File: src/design/wwd_pkg.sv
package wwd_pkg;
   // Core clock and the internal time base that all window timers count
   localparam int CLK_NS = 5;
   localparam int TICK_NS = 1000;
   localparam int TICK_CYC = (TICK_NS + CLK_NS - 1) / CLK_NS;
   localparam int TICKS_PER_S = 1000000000 / TICK_NS;
   // Ceiling on the open window, in seconds and in ticks
   localparam int OPEN_MAX_S = 640;
   localparam logic [31:0] OPEN_MAX_TICKS = 32'(OPEN_MAX_S * TICKS_PER_S);
   // Pin configurations of the device family
   localparam int CFG_ONE_SEL = 0;
   localparam int CFG_TWO_SEL = 1;
   localparam int CFG_EN_PIN = 2;
   // Close-window scaling against the sensed capacitor count (79.2 : 39.6 : 9.9 = 8 : 4 : 1)
   localparam int SHIFT_SEL0 = 3;
   localparam int SHIFT_SEL1 = 2;
   localparam int SHIFT_SEL2 = 0;
   localparam logic [1:0] SEL_DISABLE = 2'h1;
   // Register byte offsets on APB
   localparam logic [7:0] OFS_RATIO = 8'h00;
   localparam logic [7:0] OFS_CLOSE_FIX = 8'h04;
   localparam logic [7:0] OFS_GRACE = 8'h08;
   localparam logic [7:0] OFS_FAULT_TIME = 8'h0c;
   localparam logic [7:0] OFS_STATUS = 8'h10;
   // Field layout of the ratio register: three (n-1) values of 9 bits
   localparam int RATIO_W = 9;
   localparam int RATIO_LSB0 = 0;
   localparam int RATIO_LSB1 = 9;
   localparam int RATIO_LSB2 = 18;
   // Field layout of the status register
   localparam int ST_STATE_LSB = 0;
   localparam int ST_FAULT_LSB = 6;
   localparam int ST_CAPERR_BIT = 8;
   localparam int ST_ACTIVE_BIT = 9;
   localparam int ST_CAPCNT_LSB = 16;
   // Reset values, in ticks where they are times
   localparam logic [26:0] RST_RATIO = 27'h0008_0601;
   localparam logic [31:0] RST_CLOSE_FIX = 32'h0000_2710;
   localparam logic [31:0] RST_GRACE = 32'h0000_0000;
   localparam logic [31:0] RST_FAULT_TIME = 32'h0000_07d0;
   // Last fault kinds
   localparam logic [1:0] FLT_NONE = 2'h0;
   localparam logic [1:0] FLT_EARLY = 2'h1;
   localparam logic [1:0] FLT_LATE = 2'h2;
   // Controller states, one-hot
   typedef enum logic [5:0] {
      ST_MEAS = 6'h01,
      ST_IDLE = 6'h02,
      ST_GRACE = 6'h04,
      ST_CLOSE = 6'h08,
      ST_OPEN = 6'h10,
      ST_FAULT = 6'h20
   } wwd_state_t;
endpackage

File: src/design/wwd_top.sv
// Chosen here: the placing of the registers and register access over APB.
`timescale 1ns/1ps
// Functional notes
// - Monitor only with supply, manual reset high, enabled
// - Frame is close window then open window
// - Open-window falling kick restarts a new frame
// - Kick during close window is early fault
// - No kick in whole frame is late fault
// - Fault holds output low for fault time
// - Capacitor measured once at power-up, then stored
// - One select pin: scale 79.2 or 39.6
// - Two selects: 79.2, 39.6, 9.9; 01 disables
// - Open window equals close times (n-1)
// - Open window clamped to 640 seconds
// - Up to three ratios chosen by selects
// - Enable pin high enables, low disables, anytime
// - Two selects without enable: 01 disables
// - Bad capacitor disables watchdog, overrides pins
// - Disable aborts frame, output stays released
// - On enable, enter close window at once
// - Grace period after power-up and fault end; enable-pin variant resets straight into close window
// - Select change altering timing restarts frame
// - With enable pin, code 01 acts as 00
module wwd_top import wwd_pkg::*; #(
   parameter int PIN_CFG = CFG_TWO_SEL,
   parameter int CAP_W = 16
) (
   // Clock and reset
   input wire logic ref_clk,
   input wire logic rstn,
   // APB slave
   input wire logic psel,
   input wire logic penable,
   input wire logic pwrite,
   input wire logic [7:0] paddr,
   input wire logic [31:0] pwdata,
   output logic [31:0] prdata,
   output logic pready,
   output logic pslverr,
   // Supervisory inputs
   input wire logic supply_valid,
   input wire logic manual_reset_n,
   // Watchdog pins
   input wire logic kick_input,
   input wire logic watchdog_enable_pin,
   input wire logic ratio_select_lo,
   input wire logic ratio_select_hi,
   output logic fault_output_n,
   // Close-window capacitor: charge drive out, threshold comparator in
   output logic close_window_cap_pin,
   input wire logic cap_above_thresh
);
   // Refuse configurations the decoder cannot serve
   if (PIN_CFG < CFG_ONE_SEL || PIN_CFG > CFG_EN_PIN || CAP_W < 4 || CAP_W > 24) begin : g_chk
      $error("wwd_top: unsupported PIN_CFG or CAP_W");
   end

   localparam logic [CAP_W-1:0] CAP_MAX = '1;

   // All state of the block in one record
   typedef struct packed {
      wwd_state_t st;
      logic [7:0] presc;
      logic [31:0] tmr;
      logic kick_s1;
      logic kick_s2;
      logic kick_s3;
      logic [CAP_W-1:0] cap_cnt;
      logic cap_err;
      logic charge;
      logic [26:0] ratio;
      logic [31:0] close_fix;
      logic [31:0] grace;
      logic [31:0] fault_time;
      logic [31:0] prev_close;
      logic [31:0] prev_open;
      logic prev_en;
      logic [1:0] last_fault;
      logic [31:0] rdata;
      logic fault_n;
   } wwd_regs_t;

   wwd_regs_t q; // Registered state
   wwd_regs_t d; // Next state

   logic tick; // One cycle per time-base period
   logic kick_fall; // Synchronised falling edge of the kick
   logic sel_en; // Enable as decoded from pins
   logic active; // Monitoring allowed
   logic [1:0] sel_idx; // Which of the three ratios
   logic [31:0] close_ticks; // Close-window length in ticks
   logic [31:0] open_ticks; // Open-window length in ticks
   logic [RATIO_W-1:0] ratio_m1; // Selected n-1
   logic [40:0] open_full; // Unclamped open window
   logic cfg_change; // Timing or enable moved since last cycle
   logic wr_en; // APB write access phase
   logic rd_setup; // APB read setup phase
   logic addr_ok; // Address decodes to a register

   // Decode select pins into ratio index and pin enable per variant
   always_comb begin
      sel_idx = 2'h0;
      sel_en = 1'b1;
      if (PIN_CFG == CFG_ONE_SEL) begin
         sel_idx = {1'b0, ratio_select_lo};
      end else if (PIN_CFG == CFG_TWO_SEL) begin
         // Code 01 is the disable code here; 10 and 11 pick ratios 1 and 2
         sel_en = ({ratio_select_hi, ratio_select_lo} != SEL_DISABLE);
         sel_idx = ratio_select_hi ? {ratio_select_lo, ~ratio_select_lo} : 2'h0;
      end else begin
         // Enable pin rules; 01 folds onto 00
         sel_en = watchdog_enable_pin;
         sel_idx = ratio_select_hi ? {ratio_select_lo, ~ratio_select_lo} : 2'h0;
      end
   end

   // Close and open window lengths from the stored capacitor count or the fixed value
   always_comb begin
      if (PIN_CFG == CFG_EN_PIN) begin
         close_ticks = q.close_fix;
      end else if (sel_idx == 2'h0) begin
         close_ticks = 32'(q.cap_cnt) << SHIFT_SEL0;
      end else if (sel_idx == 2'h1) begin
         close_ticks = 32'(q.cap_cnt) << SHIFT_SEL1;
      end else begin
         close_ticks = 32'(q.cap_cnt) << SHIFT_SEL2;
      end
      if (sel_idx == 2'h0) begin
         ratio_m1 = q.ratio[RATIO_LSB0 +: RATIO_W];
      end else if (sel_idx == 2'h1) begin
         ratio_m1 = q.ratio[RATIO_LSB1 +: RATIO_W];
      end else begin
         ratio_m1 = q.ratio[RATIO_LSB2 +: RATIO_W];
      end
      open_full = 41'(close_ticks) * 41'(ratio_m1);
      // Clamp keeps a large capacitor from running past the ceiling
      open_ticks = (open_full > 41'(OPEN_MAX_TICKS)) ? OPEN_MAX_TICKS : open_full[31:0];
   end

   // Bad capacitor overrides whatever the pins say
   assign active = supply_valid && manual_reset_n && sel_en && !q.cap_err;
   assign tick = (q.presc == 8'(TICK_CYC - 1));
   assign kick_fall = q.kick_s3 && !q.kick_s2;
   assign cfg_change = (close_ticks != q.prev_close) || (open_ticks != q.prev_open)
      || (active != q.prev_en);

   // APB decode: zero wait states, read data latched in the setup cycle
   assign wr_en = psel && penable && pwrite;
   assign rd_setup = psel && !penable && !pwrite;
   always_comb begin
      if (paddr == OFS_RATIO || paddr == OFS_CLOSE_FIX || paddr == OFS_GRACE) begin
         addr_ok = 1'b1;
      end else if (paddr == OFS_FAULT_TIME || paddr == OFS_STATUS) begin
         addr_ok = 1'b1;
      end else begin
         addr_ok = 1'b0;
      end
   end
   assign pready = 1'b1;
   assign pslverr = psel && penable && !addr_ok;
   assign prdata = q.rdata;
   assign fault_output_n = q.fault_n;
   assign close_window_cap_pin = q.charge;

   // Next-state logic for the whole block
   always_comb begin
      d = q;
      // Time-base prescaler runs freely
      d.presc = tick ? 8'h00 : q.presc + 8'h01;
      // Two-stage synchroniser, third stage only for the edge
      d.kick_s1 = kick_input;
      d.kick_s2 = q.kick_s1;
      d.kick_s3 = q.kick_s2;
      d.prev_close = close_ticks;
      d.prev_open = open_ticks;
      d.prev_en = active;
      if (tick && q.st != ST_MEAS) begin
         d.tmr = q.tmr + 32'h1;
      end

      // Register writes; status is read-only
      if (wr_en) begin
         if (paddr == OFS_RATIO) begin
            d.ratio = pwdata[26:0];
         end else if (paddr == OFS_CLOSE_FIX) begin
            d.close_fix = pwdata;
         end else if (paddr == OFS_GRACE) begin
            d.grace = pwdata;
         end else if (paddr == OFS_FAULT_TIME) begin
            d.fault_time = pwdata;
         end
      end
      // Read mux, sampled in the setup cycle
      if (rd_setup) begin
         if (paddr == OFS_RATIO) begin
            d.rdata = {5'h00, q.ratio};
         end else if (paddr == OFS_CLOSE_FIX) begin
            d.rdata = q.close_fix;
         end else if (paddr == OFS_GRACE) begin
            d.rdata = q.grace;
         end else if (paddr == OFS_FAULT_TIME) begin
            d.rdata = q.fault_time;
         end else if (paddr == OFS_STATUS) begin
            d.rdata = 32'h0;
            d.rdata[ST_STATE_LSB +: 6] = q.st;
            d.rdata[ST_FAULT_LSB +: 2] = q.last_fault;
            d.rdata[ST_CAPERR_BIT] = q.cap_err;
            d.rdata[ST_ACTIVE_BIT] = active;
            d.rdata[ST_CAPCNT_LSB +: 16] = 16'(q.cap_cnt);
         end else begin
            d.rdata = 32'h0;
         end
      end

      // Watchdog controller
      case (q.st)
         ST_MEAS: begin
            // One charge then one discharge; the count is kept until power cycles
            if (q.charge) begin
               if (cap_above_thresh) begin
                  d.charge = 1'b0;
               end else if (q.cap_cnt == CAP_MAX) begin
                  // Open-ended charge: too large or shorted
                  d.charge = 1'b0;
                  d.cap_err = 1'b1;
               end else if (tick) begin
                  d.cap_cnt = q.cap_cnt + 1'b1;
               end
            end else if (!cap_above_thresh) begin
               d.tmr = 32'h0;
               d.st = (q.grace != 32'h0) ? ST_GRACE : ST_CLOSE;
            end
         end
         ST_IDLE: begin
            if (active) begin
               // Enabling by pins skips the grace period
               d.tmr = 32'h0;
               d.st = ST_CLOSE;
            end
         end
         ST_GRACE: begin
            if (!active) begin
               d.st = ST_IDLE;
            end else if (kick_fall) begin
               d.tmr = 32'h0;
               d.st = ST_CLOSE;
            end else if (tick && q.tmr + 32'h1 >= q.grace) begin
               d.tmr = 32'h0;
               d.fault_n = 1'b0;
               d.last_fault = FLT_LATE;
               d.st = ST_FAULT;
            end
         end
         ST_CLOSE: begin
            if (!active) begin
               d.st = ST_IDLE;
            end else if (kick_fall) begin
               // Host broke the close window
               d.tmr = 32'h0;
               d.fault_n = 1'b0;
               d.last_fault = FLT_EARLY;
               d.st = ST_FAULT;
            end else if (cfg_change) begin
               d.tmr = 32'h0;
            end else if (tick && q.tmr + 32'h1 >= close_ticks) begin
               d.tmr = 32'h0;
               d.st = ST_OPEN;
            end
         end
         ST_OPEN: begin
            if (!active) begin
               d.st = ST_IDLE;
            end else if (kick_fall) begin
               d.tmr = 32'h0;
               d.st = ST_CLOSE;
            end else if (cfg_change) begin
               d.tmr = 32'h0;
               d.st = ST_CLOSE;
            end else if (tick && q.tmr + 32'h1 >= open_ticks) begin
               d.tmr = 32'h0;
               d.fault_n = 1'b0;
               d.last_fault = FLT_LATE;
               d.st = ST_FAULT;
            end
         end
         ST_FAULT: begin
            if (!active) begin
               // Output released at once when monitoring stops
               d.fault_n = 1'b1;
               d.st = ST_IDLE;
            end else if (tick && q.tmr + 32'h1 >= q.fault_time) begin
               d.fault_n = 1'b1;
               d.tmr = 32'h0;
               d.st = (q.grace != 32'h0) ? ST_GRACE : ST_CLOSE;
            end
         end
         default: begin
            d.st = ST_IDLE;
         end
      endcase
      // Leaving measurement is decided there; other states wait on the enable
      if (q.st == ST_MEAS && !q.charge && !cap_above_thresh && PIN_CFG != CFG_EN_PIN
         && (q.cap_err || !active)) begin
         d.st = ST_IDLE;
      end
   end

   // State register
   always_ff @(posedge ref_clk or negedge rstn) begin
      if (!rstn) begin
         q.st <= (PIN_CFG == CFG_EN_PIN) ? ST_CLOSE : ST_MEAS;
         q.presc <= 8'h00;
         q.tmr <= 32'h0;
         q.kick_s1 <= 1'b1;
         q.kick_s2 <= 1'b1;
         q.kick_s3 <= 1'b1;
         q.cap_cnt <= '0;
         q.cap_err <= 1'b0;
         q.charge <= (PIN_CFG != CFG_EN_PIN);
         q.ratio <= RST_RATIO;
         q.close_fix <= RST_CLOSE_FIX;
         q.grace <= RST_GRACE;
         q.fault_time <= RST_FAULT_TIME;
         q.prev_close <= 32'h0;
         q.prev_open <= 32'h0;
         q.prev_en <= 1'b0;
         q.last_fault <= FLT_NONE;
         q.rdata <= 32'h0;
         q.fault_n <= 1'b1;
      end else begin
         q <= d;
      end
   end
endmodule

File: config.mk
export PLATFORM = sky130hd
export DESIGN_NAME = wwd_top
export DESIGN_NICKNAME = d
export VERILOG_FILES = /design/src/design/wwd_pkg.sv /design/src/design/wwd_top.sv
export SDC_FILE = /design/constraint.sdc
export NUM_CORES = 1
export LEC_CHECK = 0
export BUFFER_PORTS_ARGS = -buffer_cell sky130_fd_sc_hd__buf_2
export CAP_MARGIN = 5
export CORE_UTILIZATION = 30
export DETAILED_ROUTE_END_ITERATION = 10
export GPL_TIMING_DRIVEN = 0
export SYNTH_ARGS = -nofsm -noshare
export SYNTH_HDL_FRONTEND = slang
export SYNTH_SLANG_ARGS = --single-unit
File: constraint.sdc
create_clock -name ref_clk -period 8.4 [get_ports ref_clk]
set_clock_uncertainty 0.2 [all_clocks]
set_input_delay 0.42 -clock ref_clk [delete_from_list [all_inputs] [get_ports ref_clk]]
set_output_delay 0.42 -clock ref_clk [all_outputs]
set_load 0.01 [all_outputs]
# ---- Word-level counts from Yosys, hierarchy flattened
# Cells that the tools add are included.
dict set report classes {
  bitwise_logic 6
  multipliers 1
  n_reduce_logical 45
  n_eq_ne 36
  muxes 76
  n_lt_le_gt_ge 5
  addsub 3
}
# cell n
set ops {}
lappend ops {{2-to-1 mux 32 bit} 23}
lappend ops {{one-hot mux 32 bit (6 select lines)} 1}
lappend ops {{greater-or-equal comparator 32 bit} 4}
lappend ops {{2-to-1 mux 6 bit} 17}
lappend ops {{inequality test 32 bit} 2}
lappend ops {{greater-than comparator 41 x 30 -> 1 bit, second input constant} 1}
lappend ops {{multiplier 32 x 9 -> 41 bit} 1}
lappend ops {{one-hot mux 6 bit (6 select lines)} 1}
lappend ops {{adder 32 x 1 -> 32 bit, second input constant} 1}
lappend ops {{nonzero test 32 bit} 1}
lappend ops {{2-to-1 mux 2 bit} 10}
lappend ops {{2-to-1 mux 19 bit} 1}
lappend ops {{2-to-1 mux 18 bit} 1}
lappend ops {{2-to-1 mux 9 bit} 2}
lappend ops {{inequality test 2 bit, second input constant} 9}
lappend ops {{logical AND 1 bit} 17}
lappend ops {{adder 16 x 1 -> 16 bit, second input constant} 1}
lappend ops {{equality test 16 bit, second input constant} 1}
lappend ops {{equality test 8 x 4 -> 1 bit, second input constant} 2}
lappend ops {{2-to-1 mux 1 bit} 16}
lappend ops {{inequality test 5 bit, second input constant} 3}
lappend ops {{AND reduction 11 bit} 1}
lappend ops {{AND reduction 10 bit} 1}
lappend ops {{AND reduction 5 bit} 2}
lappend ops {{other kinds (33)} 53}
dict set report totals {
  output_inout_bits 36
  inputBits 52
  reg_bits 290
}

# ---- Longest topological paths before layout
dict set report depth {
  depth_word 16
  ltp_mapped 46
  mapped_depth_nobuf 38
}

# ---- Least setup slack after synthesis
# OpenSTA, ideal clock, no wires.
dict set report synth_path {
  kind {input-to-reg}
  start {input port ratio_select_lo}
  end {register q[286] (netlist bit)}
  path_slack_ns -1.135
  setup_time_ns 0.128
  cell_stages 42
  arrival_ns 9.208
  cell_sequence {buf_2 -> buf_2 -> buf_2 -> mux2i_1 -> a21oi_1 -> clkbuf_1 -> nand2_1 -> fa_1 -> inv_1 -> fa_1 -> fa_1 -> inv_1 -> fa_1 -> inv_1 -> ha_1 -> a21oi_2 -> o21ai_2 -> a221oi_4 -> [... 6 more ...] -> buf_6 -> nand2_1 -> and2_1 -> ha_1 -> nand2b_1 -> a21o_1 -> a21o_1 -> a21o_1 -> a21o_1 -> a21o_1 -> a21o_1 -> a21oi_1 -> nor3_1 -> o41ai_1 -> nand2_1 -> nor4_2 -> nor3b_2 -> mux2_1}
}
# item line_no
set synth_lines {}
lappend synth_lines {{start, declared} wwd_top.sv:46} ;# input wire logic ratio_select_lo,
lappend synth_lines {{end, declared} wwd_top.sv:83} ;# wwd_regs_t q;

==> metrics.md <==
| Metric | Value |
|---|---|
| PortBufs | 84 |
| RSZ-0062 raised after global routing | yes |
| First-pass GRT wire length | 114,000 microns |
| Hold Startpoint | paddr[4] |
| Hold Fails Final Rpt | 0 |
| Area Growth Syn to Fin | 28.9% |
| Synth Area in Compound Gates | 12.2% |
| Average wire per standard cell | 20.2 microns |
| Rel. slew slack | 24.1% |
| Worst Path Arrival | 9.06 ns |
| Global routing usage on met3 | 2.95% |
| Nets | 3,113 |
| Clock-pin slew on the worst setup and hold paths | 0.06 ns |
| Yosys reg bits | 275 |
| Slew of the pin with the lowest slew margin | 1.13 ns |
| Final setup vio count | 39 |
| Status | complete, but fails checks |
| Share of layout cells above drive strength 1 | 26.6% |
| Met1 usage | 26.6% |
| Fmax | 113 MHz |
| Final min period | 8.84 ns |
| Drt total wl | 75,800 microns |
| Sequential share of power | 33.0% |
| Gr ovfl total | 0 |
| Worst Setup SP | ratio_select_lo |
| Router iterations before antenna repair | 9 |
| Hold Path Cell Cnt | 4 |
| Drt via density | 5.14 |
| H-tree Lvls | 2 |
| GRT Max-Usage Layer | met2 |
| Mapped Area | 0.0223 sq mm |
| End of the worst hold path | prdata[15] |
| Pleak | 13.8 nW |
| Class of the worst hold path | in2reg |
| Clock Path Buffers | 3 |
| Synth Warn # | 0 |
| Initial antenna violation count | 6 |
| DP HPWL | 56,800 microns |
| Slowest CP cell | fa_1 |
| Residual DRC | 4 |
| Distinct cells, synth | 98 |
| TritonCTS buffer count | 34 |
| Cell taking the most area after synthesis | dfrtp_1 |
| Core Util, Final | 39.2% |
| Main flop type after synthesis | dfrtp_1 |
| Num ports | 88 |
| Max Cap Viol | 0 |
| CP required | 8.62 ns |
| Met2 Usage GRT | 32.7% |
| Setup TNS | -14.39 ns |
| Total die area | 0.0753 sq mm |
| Clock network fraction of design power | 35.6% |
| Switch share | 33.1% |
| Worst setup SP type | input port |
| Reg-to-reg slack, setup | -0.42 ns |
| Most area-consuming cells after synthesis | dfrtp_1, fa_1, ha_1 |
| Combinational power share | 31.4% |
| CP endpoint kind | flip-flop |
| EDFF count, synth | 0 |
| Core Box Area | 0.0732 sq mm |
| Synth Instances | 2,464 |
| Avg Inst Size Synth | 9.04 sq um |
| Seq/Total Area, Yosys | 31.0% |
| CP dominant cell by count | a21o_1 |
| Simple-gate share of the synthesized area | 16.6% |
| NetSw | 1.42 mW |
| Clk sinks | 275 |
| WS Path Type | in2reg |
| Reg2reg end | q[286] |
| Vias in the first global route | 18.9k |
| Die X | 274 microns |
| Max incr delay on CP | 0.58 ns |
| Die Ht | 274 microns |
| Clk Latency, worst-skew pair | 0.56 ns |
| CTS tree | yes |
| Setup WS post-layout | -0.438 ns |
| Yosys top cell area share | 28.5% |
| Power density cells | 150 mW/mm^2 |
| Violated checks | design-rule violations, negative setup slack |
| Gp weighted congestion | 0.925 |
| Mux contribution to synthesized area | 7.30% |
| Peak VDD IR | 0.000131 V |
| Most instantiated cells after synthesis | nand2_1, inv_1, dfrtp_1 |
| Syn Nets | 2,804 |
| Count leader, synth | nand2_1 |
| Initial Util | 30.4% |
| Largest net degree at the start of global routing | 116 |
| Final Max Tran Viols | 0 |
| Initial drt markers | 1,474 |
| Tcrit/Tclk final | 105% |
| Std cell rows | 99 |
| Largest family of logic cells by synthesized area | adder cells |
| Final ANT Viol Nets | 0 |
| Worst r2r src | q[206] |
| Root buf cell | clkbuf_16 |
| CP max FO | 11 |
| Async set-reset flop share out of synthesis | 100% |
| Xor and xnor area share after synthesis | 4.79% |
| Pint | 2.88 mW |
| Post-Synth Adder-Cell Area | 20.2% |
| GRT Total Usage | 19.9% |
| Worst r2r path cells | 42 |
| Vias | 19.3k |
-- how the worst max path moves through the flow --
stage          endpoint  slack [ns]
4_1_cts          q[286]       -0.41
3_5_place_dp     q[286]       -2.32
5_1_grt          q[286]       -0.68
3_3_place_gp     q[287]       -2.30
6_report         q[286]       -0.44
2_1_floorplan    q[286]       -0.14
-- timing repair --
item                                    in CTS  in global routing
pin swaps                                  136                 76
hold buffers                                35                  0
setup buffers                              117                 41
endpoints found under the hold margin      177                  0
endpoints found under the setup margin      39                 39
gates resized for setup                    223                144
gates cloned                                 6                  1
-- cells by family (layout without fill, tap and decap cells) --
group                    Yosys count  in the layout
AND/OR/NAND/NOR                  795            795
AO/OA/AOI/OAI                    427            427
XOR/XNOR                         121            121
buffers and inverters            411            746
adder cells (fa/ha/maj)          288            288
flip-flops                       275            275
other                              1              2
multiplexers                     146            146
-- flip-flops by register name (all words and copies together) (netlist names) --
name	flops
q	239
prdata	32
d	2
close_window_cap_pin	1
fault_output_n	1
-- layout by cell type, fill, tap and decap left out, drive strengths merged, types with 63 or more instances in the layout --
master | Yosys | layout
nor2 | 219 | 219
clkbuf | 68 | 109
o21ai | 141 | 141
ha | 168 | 168
xnor2 | 71 | 71
buf | 63 | 312
a21oi | 104 | 104
mux2i | 69 | 69
inv | 270 | 272
a21o | 63 | 63
nand2 | 287 | 287
mux2 | 71 | 71
fa | 120 | 120
dfrtp | 254 | 254
-- through the flow --
step                      total power, mW  std cells  instance area [sq um]  hold WS (ns)  setup slack, ns
after global routing                 4.47       3758                  28700         0.140           -0.678
after detailed placement             2.37       3509                  24400         0.156            -2.32
after floorplan                      2.09       2464                  22700       -0.0756           -0.142
final                                4.30       3759                  28700         0.107           -0.438
after CTS                            4.11       3718                  27800        0.0841           -0.412
after global placement               2.37       3507                  24400         0.159            -2.30
-- final cells by class --
cell class / instances / area [sq um]
antenna: 1 / 2.50
buffer: 119 / 891
clock buffer: 52 / 990
clock inverter: 10 / 150
fill: 7198 / 44500
inverter: 280 / 1100
multi-input combinational: 1778 / 15200
sequential: 275 / 6930
tap: 959 / 1200
timing repair buffer: 285 / 2250
-- power groups by stage --
stage               combinational [mW]  clock, mW  sequential [mW]
floorplan                        0.664          0             1.43
global placement                 0.928          0             1.44
detailed placement               0.929          0             1.44
CTS                               1.15       1.55             1.42
global route                      1.45       1.60             1.42
finish                            1.35       1.53             1.42
-- layer usage --
layer	wire (microns)	share of wire, %
met1	32900	43
met2	35900	47
met3	4420	5.8
met4	2580	3.4
met5	0	0
-- critical path, delay by kind of cell --
| family | cells | cell delay, ns |
|---|---|---|
| adders and majority gates | 6 | 2.61 |
| AOI/OAI and AO/OA | 14 | 2.57 |
| buffers and inverters | 14 | 1.77 |
| and+or+nand+nor | 10 | 1.08 |
| muxes | 2 | 0.54 |
Note: power is estimated with default switching activity, not from simulation.
